**config.mk**
```make
export PLATFORM = sky130hd
export DESIGN_NAME = padc_output_logic
export DESIGN_NICKNAME = d
export VERILOG_FILES = /design/src/padc_pkg.sv /design/src/padc_fifo.sv /design/src/padc_output_logic.sv
export SDC_FILE = /design/constraint.sdc
export NUM_CORES = 1
export LEC_CHECK = 0
export BUFFER_PORTS_ARGS = -buffer_cell sky130_fd_sc_hd__buf_2
export CORE_MARGIN = 3
export CORE_UTILIZATION = 40
export DETAILED_ROUTE_END_ITERATION = 12
export GPL_TIMING_DRIVEN = 0
export HOLD_SLACK_MARGIN = 0.12
export PLACE_DENSITY = 0.66
export SLEW_MARGIN = 20
export SYNTH_ARGS = -nofsm -noshare
export SYNTH_HDL_FRONTEND = slang
export SYNTH_SLANG_ARGS = --single-unit
```
**constraint.sdc**
```tcl
create_clock -name clock_in -period 2.36 [get_ports clock_in]
set_input_delay 0.354 -clock clock_in [delete_from_list [all_inputs] [get_ports clock_in]]
set_output_delay 0.354 -clock clock_in [all_outputs]
set_load 0.02 [all_outputs]
```
**src/padc_pkg.sv**
```systemverilog
package padc_pkg;
  localparam int WORD_W = 10;
  localparam int STAGES = 9;
  localparam int STAGE_W = 2;
  localparam int FIFO_DEPTH = 8;
  // latency in half-cycles of the convert clock (6.5 cycles)
  localparam int LAT_HALF = 13;
  localparam int CODE_W = 19;
  localparam logic [CODE_W-1:0] CODE_MAX = 19'h003ff;
  localparam logic [WORD_W-1:0] TOP_BIT_MASK = 10'h200;

  typedef struct packed {
    logic [STAGES-1:0][STAGE_W-1:0] stage_bits;
  } padc_stage_set_s;

  typedef struct packed {
    logic [WORD_W-1:0] word;
  } padc_sample_s;
endpackage

```
**src/padc_fifo.sv**
```systemverilog
`timescale 1ns/1ps
module padc_fifo #(
  parameter int WIDTH = 10,
  parameter int DEPTH = 8
) (
  // clock and reset
  input wire logic clock_in,
  input wire logic reset_n_in,
  // fill side
  input wire logic in_valid_in,
  output logic in_ready_out,
  input wire logic [WIDTH-1:0] in_data_in,
  // drain side
  output logic out_valid_out,
  input wire logic out_ready_in,
  output logic [WIDTH-1:0] out_data_out
);
  localparam int AW = $clog2(DEPTH);
  logic [WIDTH-1:0] mem_reg [DEPTH];
  logic [AW-1:0] wr_reg, wr_next, rd_reg, rd_next;
  logic [AW:0] cnt_reg, cnt_next;
  logic push, pop;

  assign in_ready_out = (cnt_reg != (AW+1)'(DEPTH));
  assign out_valid_out = (cnt_reg != '0);
  assign out_data_out = mem_reg[rd_reg];
  assign push = in_valid_in && in_ready_out;
  assign pop = out_valid_out && out_ready_in;

  always_comb
  begin
    wr_next = push ? wr_reg + 1'b1 : wr_reg;
    rd_next = pop ? rd_reg + 1'b1 : rd_reg;
    cnt_next = cnt_reg + (AW+1)'(push) - (AW+1)'(pop);
  end

  always_ff @(posedge clock_in)
  begin
    if (!reset_n_in)
    begin
      wr_reg <= '0;
      rd_reg <= '0;
      cnt_reg <= '0;
    end
    else
    begin
      wr_reg <= wr_next;
      rd_reg <= rd_next;
      cnt_reg <= cnt_next;
    end
    if (push)
      mem_reg[wr_reg] <= in_data_in;
  end
endmodule

```
**src/padc_output_logic.sv**
```systemverilog
`timescale 1ns/1ps
// Summary of operation
// valid output word appears 6.5 convert-clock cycles after its starting edge.
// nine pipeline stages, each resolving a 2-bit result.
// stages resolve on a sub-clock at twice the convert clock rate.
// each stage result is delayed so a sample's results align.
// correction sums aligned results with redundancy; no missing codes.
// top-bit invert low gives straight offset binary, full scale all ones.
// top-bit invert high inverts only the top bit, two's complement.
// float control high releases all data outputs; low drives them.
// controller holds float control static, as a test feature only.
// interstage conversions advance on both convert clock edges.
// convert clock should be 50 percent duty with low jitter.
// two non-overlapping phases: sample in first, hold in second.
// top bit on first data output, bottom bit on tenth.
// one new sample word per convert-clock cycle continuously.
module padc_output_logic (
  // clock and reset
  input wire logic clock_in,
  input wire logic reset_n_in,
  // convert clock, sampled as ordinary input
  input wire logic convert_clock_in,
  // per-stage 2-bit quantizer decisions from the analog side
  input wire logic [padc_pkg::STAGES-1:0][padc_pkg::STAGE_W-1:0] stage_decision_in,
  // control pins
  input wire logic top_bit_invert_select_in,
  input wire logic output_float_in,
  // sample output: index 9 is sample_bit_top, index 0 sample_bit_bottom
  output logic [padc_pkg::WORD_W-1:0] sample_word_out,
  output logic [padc_pkg::WORD_W-1:0] sample_oe_n_out,
  output logic sample_valid_out,
  input wire logic sample_ready_in,
  // sample and hold phases
  output logic phase_sample_out,
  output logic phase_hold_out
);
  localparam int S = padc_pkg::STAGES;
  localparam int W = padc_pkg::STAGE_W;
  localparam int L = padc_pkg::LAT_HALF;

  logic clk_prev_reg, clk_prev_next;
  logic sub_tick, rise;
  logic [S-1:0][W-1:0] delay_reg [S];
  logic [S-1:0][W-1:0] delay_next [S];
  logic [L-1:0] lat_reg, lat_next;
  logic [padc_pkg::WORD_W-1:0] word_reg, word_next;
  logic [padc_pkg::WORD_W-1:0] corrected;
  logic fifo_in_ready, fifo_valid;
  logic [padc_pkg::WORD_W-1:0] fifo_data;
  logic ph1_reg, ph1_next, ph2_reg, ph2_next;

  // correction: weighted sum, each stage overlapping the next by one bit
  function automatic logic [padc_pkg::WORD_W-1:0] correct(
    input logic [S-1:0][W-1:0] st);
    logic [padc_pkg::CODE_W-1:0] acc;
    acc = '0;
    for (int i = 0; i < S; i++)
      acc = acc + (padc_pkg::CODE_W'(st[i]) << (S - 1 - i));
    if (acc > padc_pkg::CODE_MAX)
      acc = padc_pkg::CODE_MAX;
    return acc[padc_pkg::WORD_W-1:0];
  endfunction

  // both edges: sub-clock tick at twice convert rate
  assign sub_tick = convert_clock_in ^ clk_prev_reg;
  assign rise = convert_clock_in & ~clk_prev_reg;

  always_comb
  begin
    clk_prev_next = convert_clock_in;
    // non-overlapping phases: a dead cycle on every edge
    ph1_next = convert_clock_in & ~sub_tick;
    ph2_next = ~convert_clock_in & ~sub_tick;
  end

  // delay chains: stage i waits S-1-i half-cycles after capture
  always_comb
  begin
    for (int i = 0; i < S; i++)
      delay_next[i] = delay_reg[i];
    if (sub_tick)
    begin
      for (int i = 0; i < S; i++)
      begin
        // stage captures its 2-bit decision into slot i
        // first chain has no predecessor, so it never reads below index zero
        if (i == 0)
          delay_next[i] = '0;
        else
          delay_next[i] = delay_reg[i-1];
        delay_next[i][i] = stage_decision_in[i];
      end
    end
  end

  // correction of aligned results
  assign corrected = correct(delay_reg[S-1]);

  // latency tracker: launch on rising edge, output 13 half-cycles later
  always_comb
  begin
    lat_next = lat_reg;
    word_next = word_reg;
    if (sub_tick)
    begin
      lat_next = {lat_reg[L-2:0], rise};
      // two's complement by top-bit inversion; R6 straight otherwise
      if (lat_reg[L-2])
        word_next = top_bit_invert_select_in ? (corrected ^ padc_pkg::TOP_BIT_MASK)
                                             : corrected;
    end
  end

  always_ff @(posedge clock_in)
  begin
    if (!reset_n_in)
    begin
      clk_prev_reg <= 1'b0;
      lat_reg <= '0;
      word_reg <= '0;
      ph1_reg <= 1'b0;
      ph2_reg <= 1'b0;
      for (int i = 0; i < S; i++)
        delay_reg[i] <= '0;
    end
    else
    begin
      clk_prev_reg <= clk_prev_next;
      lat_reg <= lat_next;
      word_reg <= word_next;
      ph1_reg <= ph1_next;
      ph2_reg <= ph2_next;
      for (int i = 0; i < S; i++)
        delay_reg[i] <= delay_next[i];
    end
  end

  // one word per convert cycle enters the buffer
  padc_fifo #(.WIDTH(padc_pkg::WORD_W), .DEPTH(padc_pkg::FIFO_DEPTH)) u_fifo (
    .clock_in(clock_in),
    .reset_n_in(reset_n_in),
    .in_valid_in(sub_tick && lat_reg[L-1]),
    .in_ready_out(fifo_in_ready),
    .in_data_in(word_reg),
    .out_valid_out(fifo_valid),
    .out_ready_in(sample_ready_in),
    .out_data_out(fifo_data)
  );

  // bit order: word[9] is first pin; R8 float releases all pins
  assign sample_word_out = fifo_data;
  assign sample_oe_n_out = {padc_pkg::WORD_W{output_float_in}};
  assign sample_valid_out = fifo_valid && !output_float_in;
  assign phase_sample_out = ph1_reg;
  assign phase_hold_out = ph2_reg;

  a_phase_excl: assert property (@(posedge clock_in) disable iff (!reset_n_in)
    !(ph1_reg && ph2_reg)) else $error("phases overlap");
  a_float_release: assert property (@(posedge clock_in) disable iff (!reset_n_in)
    output_float_in |-> &sample_oe_n_out) else $error("outputs driven in float");
  a_float_drive: assert property (@(posedge clock_in) disable iff (!reset_n_in)
    !output_float_in |-> sample_oe_n_out == '0) else $error("outputs not driven");
  a_top_invert: assert property (@(posedge clock_in) disable iff (!reset_n_in)
    sub_tick && lat_reg[L-2] && top_bit_invert_select_in |=>
    word_reg == (($past(corrected)) ^ padc_pkg::TOP_BIT_MASK))
    else $error("top bit not inverted");
  a_straight_code: assert property (@(posedge clock_in) disable iff (!reset_n_in)
    sub_tick && lat_reg[L-2] && !top_bit_invert_select_in |=> word_reg == $past(corrected))
    else $error("straight code wrong");
  a_fifo_ovf: assert property (@(posedge clock_in) disable iff (!reset_n_in)
    sub_tick && lat_reg[L-1] |-> fifo_in_ready || !sample_ready_in)
    else $error("sample lost while drained");
  c_invert: cover property (@(posedge clock_in) top_bit_invert_select_in && fifo_valid);
  c_float: cover property (@(posedge clock_in) output_float_in);
  c_word: cover property (@(posedge clock_in) sample_valid_out && sample_ready_in);
endmodule

```
# Word level (Yosys, flattened, before mapping)
# Memories as Yosys holds them, arrays and structs flattened. A register that Yosys moved wholly into a read port is not among the register bits.
# Cells that the tools add are included.
dict set report totals {
  register_bits 36
  ramBits 242
  in_bits 24
  output_inout_bits 23
  word_cells 66
  mem_count 2
}
# memory words word_bits rd rd_clocked_by_memory_dff wr line_no
set mem_list {}
lappend mem_list {delay_reg 9 18 9 0 9 padc_output_logic.sv:43} ;# logic [S-1:0][W-1:0] delay_reg [S];
lappend mem_list {u_fifo.mem_reg 8 10 1 1 1 padc_fifo.sv:19} ;# logic [WIDTH-1:0] mem_reg [DEPTH];
dict set report classes {
  add_sub_neg 12
  order_cmp 1
  n_eq_ne 1
  muxes 18
  bitwise_logic 17
  reduce_logical 7
}
# op n
set ops {}
lappend ops {{$mux W162} 1}
lappend ops {{$mux W18} 9}
lappend ops {{$mux W10} 2}
lappend ops {{$add A17 B2 Y18} 1}
lappend ops {{$gt A18 B10 Y1 const B} 1}
lappend ops {{$add A16 B3 Y17} 1}
lappend ops {{$add A15 B4 Y16} 1}
lappend ops {{$add A14 B5 Y15} 1}
lappend ops {{$add A13 B6 Y14} 1}
lappend ops {{$add A12 B7 Y13} 1}
lappend ops {{$add A11 B8 Y12} 1}
lappend ops {{$add A10 B9 Y11} 1}
lappend ops {{$or A1 B1 Y1} 9}
lappend ops {{$add A3 B1 Y3 const B} 2}
lappend ops {{$mux W3} 2}
lappend ops {{$add A4 B1 Y4} 1}
lappend ops {{$logic_and A1 B1 Y1} 4}
lappend ops {{$mux W1} 4}
lappend ops {{$ne A4 B4 Y1 const B} 1}
lappend ops {{$not A1 Y1} 4}
lappend ops {{$reduce_bool A4 Y1} 1}
lappend ops {{$sub A4 B1 Y4} 1}
lappend ops {{$and A1 B1 Y1} 3}
lappend ops {{$reduce_and A2 Y1} 1}
lappend ops {{other kinds (2)} 2}

# Longest topological paths before layout
# Gate-level depths: netlist (run 1).
dict set report logic_depth {
  depth_word 12
  mapped_depth 10
  mapped_depth_nobuf 10
}

# Hierarchy
# From an unflattened synthesis (run 1), not the netlist that was laid out.
dict set report hier_totals {
  cells_unflattened 645
  area_unflattened_um2 8353.0
}
# module instances cells_each area_each_um2 seq_area_each_um2
set modules_own_cells {}
lappend modules_own_cells {padc_output_logic 1 452 4573.1 2322.2}
lappend modules_own_cells {padc_fifo 1 193 3779.9 2662.6}

# Least setup slack after synthesis (run 1)
# Ideal clock, no wire load.
dict set report synth_path {
  path_kind {input -> register}
  from {in convert_clock_in}
  to {mem u_fifo.mem_reg[0][0], enable pin}
  setup_time_ns 0.390
  t_arrival_ns 2.127
  required_ns 1.970
  path_slack_ns -0.157
  path_stages 7
  n_path_buf 1
  path_cell_list {inv_1 > ha_1 > clkbuf_1 > nand2_1 > a21oi_1 > nand2b_1 > nor3_1}
}
dict set report synth_between {
  elab_chain_cells 5
}
# element line_no
set synth_lines {}
lappend synth_lines {{start, declared} padc_output_logic.sv:22} ;# input wire logic convert_clock_in,
lappend synth_lines {{$xor A1 B1 Y1} padc_output_logic.sv:65} ;# assign sub_tick = convert_clock_in ^ clk_prev_reg;
lappend synth_lines {{$logic_and A1 B1 Y1} padc_output_logic.sv:142} ;# .in_valid_in(sub_tick && lat_reg[L-1]),
lappend synth_lines {{$logic_and A1 B1 Y1} padc_fifo.sv:27} ;# assign push = in_valid_in && in_ready_out;
lappend synth_lines {{via u_fifo.push} padc_fifo.sv:22} ;# logic push, pop;
lappend synth_lines {{$mux W1} padc_fifo.sv:51} ;# if (push)
lappend synth_lines {{$mux W1 (not written as such)} padc_fifo.sv:52} ;# mem_reg[wr_reg] <= in_data_in;
lappend synth_lines {{end, declared} padc_fifo.sv:19}
# The timed path passes the listed nets, and every way through them passes these cells.

==> metrics.yaml, run 1 <==
synthesis:
  syn_nets: 668
  yosys.area_share.simple_pct: 11.0
  synth_top_area_share_pct: 30.8
  syn_avg_cell_area_um2: 13.4
  yosys.area_share.xor_xnor_pct: 1.15
  post-synth-top-count-cell: "dfxtp_1"
  synth_compound_area_share_pct: 2.93
  synth.top_cells.by_area: "dfxtp_1, edfxtp_1, mux2i_1"
  synth.largest_area_cell: "dfxtp_1"
  synth_area_um2: 8380
  yosys.area_share.adder_pct: 3.32
  synth-main-ff-cell: "dfxtp_1"
  yosysWarnings: 0
  synth_mux_area_share_pct: 19.1
  netlist_instances: 623
  ys_top_cells_by_count: "dfxtp_1, nor2b_1, mux2i_1"
  seq_area_frac_synth_pct: 59.5
  synth_cell_type_count: 37
  synth-edff-count: 80
  synth_top_family_by_area: "multiplexers"
  synthArstFlopShare_pct: 0
  synth-seq-cells: 209
timing:
  final.min_clock_period_ns: 2.38
  worst_slew_pin_slew_ns: 0.731
  setup_slack_ns: -0.0154
  finalCritPeriodShare_pct: 101
  rsz0062_at_grt: "true"
  slew_headroom_pct: 51.3
  final-hold-violation-count: 0
  setup_tns_ns: -0.0646
  whs_ns: 0.132
  slew_violations: 0
  clock.fmax_ghz: 0.421
  skew_ns: 0.0330
  setup_viol: 6
clock_network:
  clock-root-buffer: "clkbuf_16"
  cts_tree: "built"
  numCtsBuffers: 22
  h-tree-depth: 1
  clkTransAtPathRegs_ns: 0.06
  clock-sinks: 209
  worst_skew_pair.late_latency_ns: 0.51
  cts.path.max_buffers: 3
die:
  die_x_um: 151
  die_y_um: 151
  num_io_pins: 47
  core-area_um2: 20400
  start_util_pct: 41.0
  num_rows: 52
  dieArea_um2: 22700
critical_path:
  start_kind: "register"
  reg2reg_to: "word_reg[9]"
  r2r_cells: 8
  path_max_fanout: 5
  reg2reg_slack_ns: 0.02
  regToRegStartpoint: "delay_reg[0][161]"
  endpoint_kind: "output port"
  critPathKind: "reg -> out"
  cp_data_required_time_ns: 2.01
  crit_arrival_ns: 2.02
worst_hold_path:
  min_to: "delay_reg[0][41]"
  hold_path_depth: 3
  hold_start: "stage_decision_in[5]"
  hold_path_class: "in -> reg"
cells_and_area:
  final_cell_area_um2: 10100
  largest_reg_flops: 90
  stdcell_count: 995
  insertedDiodeCount: 0
  fillers: 1729
  fin_nets: 756
  layout-drive-gt1-share_pct: 22.3
  final_util_pct: 49.6
  area_growth_pct: 21.0
grt:
  grt_pass1_vias: 4898
  grt_overflow: 0
  grt_max_degree: 15
  globalRouteTotalUtil_pct: 13.9
  grt_pass1_wl_mm: 25.3
  antenna_found_initial: 0
detailed_routing:
  vias: 4819
  vias_per_cell: 4.84
  drt_iter0_drc: 184
  drcViolationCount: 0
  ant_nets: 0
  drt_wl_total_mm: 15.3
  drt-wirelength-per-cell_um: 15.3
  firstDrtPassIters: 4
power_and_ir_drop:
  vdd_ir_drop_max_mv: 0.475
  power.total_mw: 8.90
  p_leak_nw: 3.68
  p_per_area_nw_per_um2: 878
place:
  place_ws_ns: -0.819
  placed_cells: 939
  io_buffers: 46
  placed_cell_area_um2: 8960
  place_hpwl_mm: 10.6
  place_congestion: 0.756
run_status:
  outcome: "finished with violations"
  violations: "negative setup slack"
flow_run:
  max-cap-violations: 0
[layer usage]
| layer | GRT usage (%) | share of wire (%) | vias to the layer above |
|---|---|---|---|
| li1 | - | - | 2377 |
| met1 | 18.2 | 45 | 2335 |
| met2 | 23.7 | 49 | 75 |
| met3 | 2.71 | 4.0 | 32 |
| met4 | 3.63 | 2.1 | 0 |
| met5 | 0 | 0 | - |
[critical path, stage by stage (launching register included)]
cell and delay [ns]:
dfxtp_4 0.40, buf_12 0.13, mux4_2 0.52, mux2_2 0.29, buf_2 0.16
[what timing repair did]
action / CTS / global route
cloned: 0 / 1
gates resized for setup: 32 / 23
pin swaps: 15 / 5
hold buffers: 7 / 0
setup buffers: 10 / 1
setup endpoints to repair: 93 / 68
hold endpoints to repair: 7 / 0
[layout by cell type (no fill, tap or decap), drive strengths merged, types with 10 or more instances in the layout]
cell	instances
edfxtp	80
o21ai	11
clkbuf	53
mux2	10
mux2i	104
nor2	12
dfxtp	129
mux4	20
inv	11
buf	80
ha	19
nor2b	109
[area by class of cell]
type	instances	area, um^2	area share [%]
inverter	10	37.5	0.370
clock inverter	5	90.1	0.889
buffer	42	239	2.36
sequential	209	4990	49.2
timing repair buffer	65	536	5.28
tap	270	338	3.33
clock buffer	33	623	6.15
multi-input combinational	361	3280	32.4
[report_power, final]
group          switching [mW]  internal [mW]  leakage, nW
Sequential             0.0874           3.83         1.65
Combinational           0.751          0.849         1.69
Clock                    1.33           2.05        0.349
[worst max path at each step]
stage	start	to	slack (ns)
after CTS	delay_reg[0][161]	word_reg[9]	-0.08
after global placement	convert_clock_in	u_fifo.mem_reg[4][8]	-0.80
after detailed placement	convert_clock_in	u_fifo.mem_reg[4][9]	-0.82
final	register	sample_word_out[8]	-0.02
after global routing	register	sample_word_out[0]	-0.09
after floorplan	delay_reg[0][158]	word_reg[9]	0.03
[cell families after synthesis]
kind of cell    count (synthesis)
fa+ha+maj                      21
buf+inv                        53
mux                           134
flops                         209
simple gates                  156
compound gates                 39
xor+xnor                       11
Power figures use the tool's default switching activity.
==> run 2, diff against run 1 <==
--- a/config.mk
+++ b/config.mk
@@ -8,10 +8,11 @@
 export BUFFER_PORTS_ARGS = -buffer_cell sky130_fd_sc_hd__buf_2
 export CORE_MARGIN = 3
 export CORE_UTILIZATION = 40
+export CTS_CLUSTER_SIZE = 8
 export DETAILED_ROUTE_END_ITERATION = 12
 export GPL_TIMING_DRIVEN = 0
 export HOLD_SLACK_MARGIN = 0.12
-export PLACE_DENSITY = 0.66
+export PLACE_DENSITY = 0.64
 export SLEW_MARGIN = 20
 export SYNTH_ARGS = -nofsm -noshare
 export SYNTH_HDL_FRONTEND = slang
==> constraint.sdc (replaced) <==
create_clock -name clock_in -period 2.2 [get_ports clock_in]
set_input_delay 0.33 -clock clock_in [delete_from_list [all_inputs] [get_ports clock_in]]
set_output_delay 0.33 -clock clock_in [all_outputs]
set_load 0.02 [all_outputs]
==> run 2 against run 1 <==
  * The flow still finishes with violations (negative setup slack)
  * Clock skew down 0.021 ns
  * Setup slack got worse by 0.17 ns
  * Non-clock buffer count rose by 24
  * Clock-buffer cell count increased by 12
  * Critical path depth unchanged
  * Sequential share of layout area shrank 1.7 points
  * Via count is 2.0% higher
  * Worst hold slack better by 0.065 ns
  * Global-route usage up 0.37 points
  * Critical endpoint is now sample_word_out[0]
==> metrics.yaml, run 2 (synthesis gave the netlist of run 1 again) <==
run_status:
  outcome: "finished with violations"
  violations: "negative setup slack"
detailed_routing:
  vias: 4917
  drt_wl_total_mm: 15.6
  drt-wirelength-per-cell_um: 15.2
  drcViolationCount: 0
  drt_iter0_drc: 198
  firstDrtPassIters: 4
  vias_per_cell: 4.78
  ant_nets: 0
grt:
  grt.busiest_layer: "met2"
  grt_pass1_wl_mm: 26.1
  grt_use_met3_pct: 2.71
  globalRouteTotalUtil_pct: 14.3
  grt_overflow: 0
  grt_max_degree: 16
  met1_usage_pct: 19.1
  use_met2_pct: 24.0
  antenna_found_initial: 0
  grt_pass1_vias: 5093
cells_and_area:
  area_growth_pct: 25.2
  layout-drive-gt1-share_pct: 23.5
  layout_commonest_cell: "dfxtp_1"
  insertedDiodeCount: 0
  final_cell_area_um2: 10500
  largest_reg_flops: 90
  fin_nets: 788
  final_cell_mix: "dfxtp_1, nor2b_1, mux2i_1, edfxtp_1, buf_2"
  fillers: 1722
  stdcell_count: 1028
place:
  place_congestion: 0.760
  place_hpwl_mm: 10.6
  placed_cell_area_um2: 8980
  io_buffers: 46
  placed_cells: 939
power_and_ir_drop:
  power_switching_mw: 2.43
  combPwrFrac_pct: 17.5
  power.total_mw: 10.1
  p_per_area_nw_per_um2: 967
  power.clock.fraction_pct: 41.0
  p_seq_share_pct: 41.6
  vdd_ir_drop_max_mv: 0.623
  p_int_mw: 7.71
  swShare_pct: 24.0
  p_leak_nw: 3.86
clock_network:
  clkTransAtPathRegs_ns: 0.05
  clock-root-buffer: "clkbuf_16"
  cts_tree: "built"
  numCtsBuffers: 30
  h-tree-depth: 1
  clock-sinks: 209
  worst_skew_pair.late_latency_ns: 0.53
  cts.path.max_buffers: 3
timing:
  worst_slew_pin_slew_ns: 0.773
  setup_tns_ns: -1.87
  slew_headroom_pct: 48.5
  finalCritPeriodShare_pct: 108
  rsz0062_at_grt: "true"
  skew_ns: 0.0122
  setup_slack_ns: -0.185
  slew_violations: 0
  setup_viol: 12
  final.min_clock_period_ns: 2.39
  final-hold-violation-count: 0
  whs_ns: 0.197
  clock.fmax_ghz: 0.419
critical_path:
  start_kind: "register"
  critical_path.slowest_cell: "mux4_2"
  path_buf_inv: 2
  max_stage_delay_ns: 0.55
  regToRegStartpoint: "delay_reg[0][161]"
  critPathTopFamily: "multiplexers"
  crit_arrival_ns: 2.06
  cp_data_required_time_ns: 1.87
  endpoint_kind: "output port"
  r2r_cells: 8
  path_max_fanout: 5
  crit_chain: "buf_8, mux4_2, mux2_4, buf_6"
  reg2reg_to: "word_reg[9]"
  critPathKind: "reg -> out"
  reg2reg_slack_ns: -0.13
worst_hold_path:
  hold_start: "convert_clock_in"
  hold_path_depth: 3
  hold_path_class: "in -> reg"
  min_to: "phase_sample_out"
flow_run:
  max-cap-violations: 0
die:
  dieArea_um2: 22700
  start_util_pct: 41.0
  num_io_pins: 47
  num_rows: 52
  core-area_um2: 20400
  die_y_um: 151
  die_x_um: 151
run 2: stage by stage:
step / setup slack (ns) / util (%)
4_1_cts: -0.216 / 50.8
6_report: -0.185 / 51.3
2_1_floorplan: -0.0988 / -
5_1_grt: -0.244 / 51.3
3_5_place_dp: -0.949 / 44.0
3_3_place_gp: -0.907 / 44.0
run 2: cell type report:
class | count | area, um^2 | area share (%)
Timing Repair Buffer | 89 | 732 | 6.98
Tap cell | 270 | 338 | 3.22
Clock inverter | 2 | 46.3 | 0.441
Buffer | 42 | 234 | 2.23
Sequential cell | 209 | 4990 | 47.6
Clock buffer | 45 | 817 | 7.79
Multi-Input combinational cell | 361 | 3290 | 31.4
Inverter | 10 | 37.5 | 0.358
run 2: routing by layer:
metal / part of all wire (%) / up-vias
li1: - / 2444
met1: 46 / 2380
met2: 49 / 69
met3: 3.3 / 24
met4: 2.0 / 0
met5: 0 / -
run 2: how the worst max path moves through the flow:
stage,to,start,cells after the start,slack [ns]
detailed placement,u_fifo.mem_reg[5][9],convert_clock_in,8,-0.95
global route,sample_word_out[0],register,4,-0.24
floorplan,word_reg[9],delay_reg[0][161],8,-0.1
finish,sample_word_out[0],register,4,-0.19
CTS,sample_word_out[0],register,4,-0.22
global placement,u_fifo.mem_reg[5][7],convert_clock_in,8,-0.91
run 2: timing repair:
item | in CTS | in global routing
gates cloned | 1 | 0
pin swaps | 14 | 1
resized for setup | 36 | 15
buffers inserted | 16 | 7
endpoints found under the hold margin | 19 | 0
setup endpoints to repair | 164 | 15
hold buffers | 19 | 0
run 2: worst min-delay path: cells and delay by family:
family,cells,cell delay (ns)
fa+ha+maj,1,0.14
buf+inv,1,0.11
simple gates,1,0.11
run 2: power groups by stage:
stage	Sequential (mW)	Combinational, mW	Clock [mW]
floorplan	4.24	1.14	0
global placement	4.25	1.45	0
detailed placement	4.26	1.48	0
CTS	4.22	1.67	4.27
global route	4.23	1.93	4.43
finish	4.21	1.77	4.16
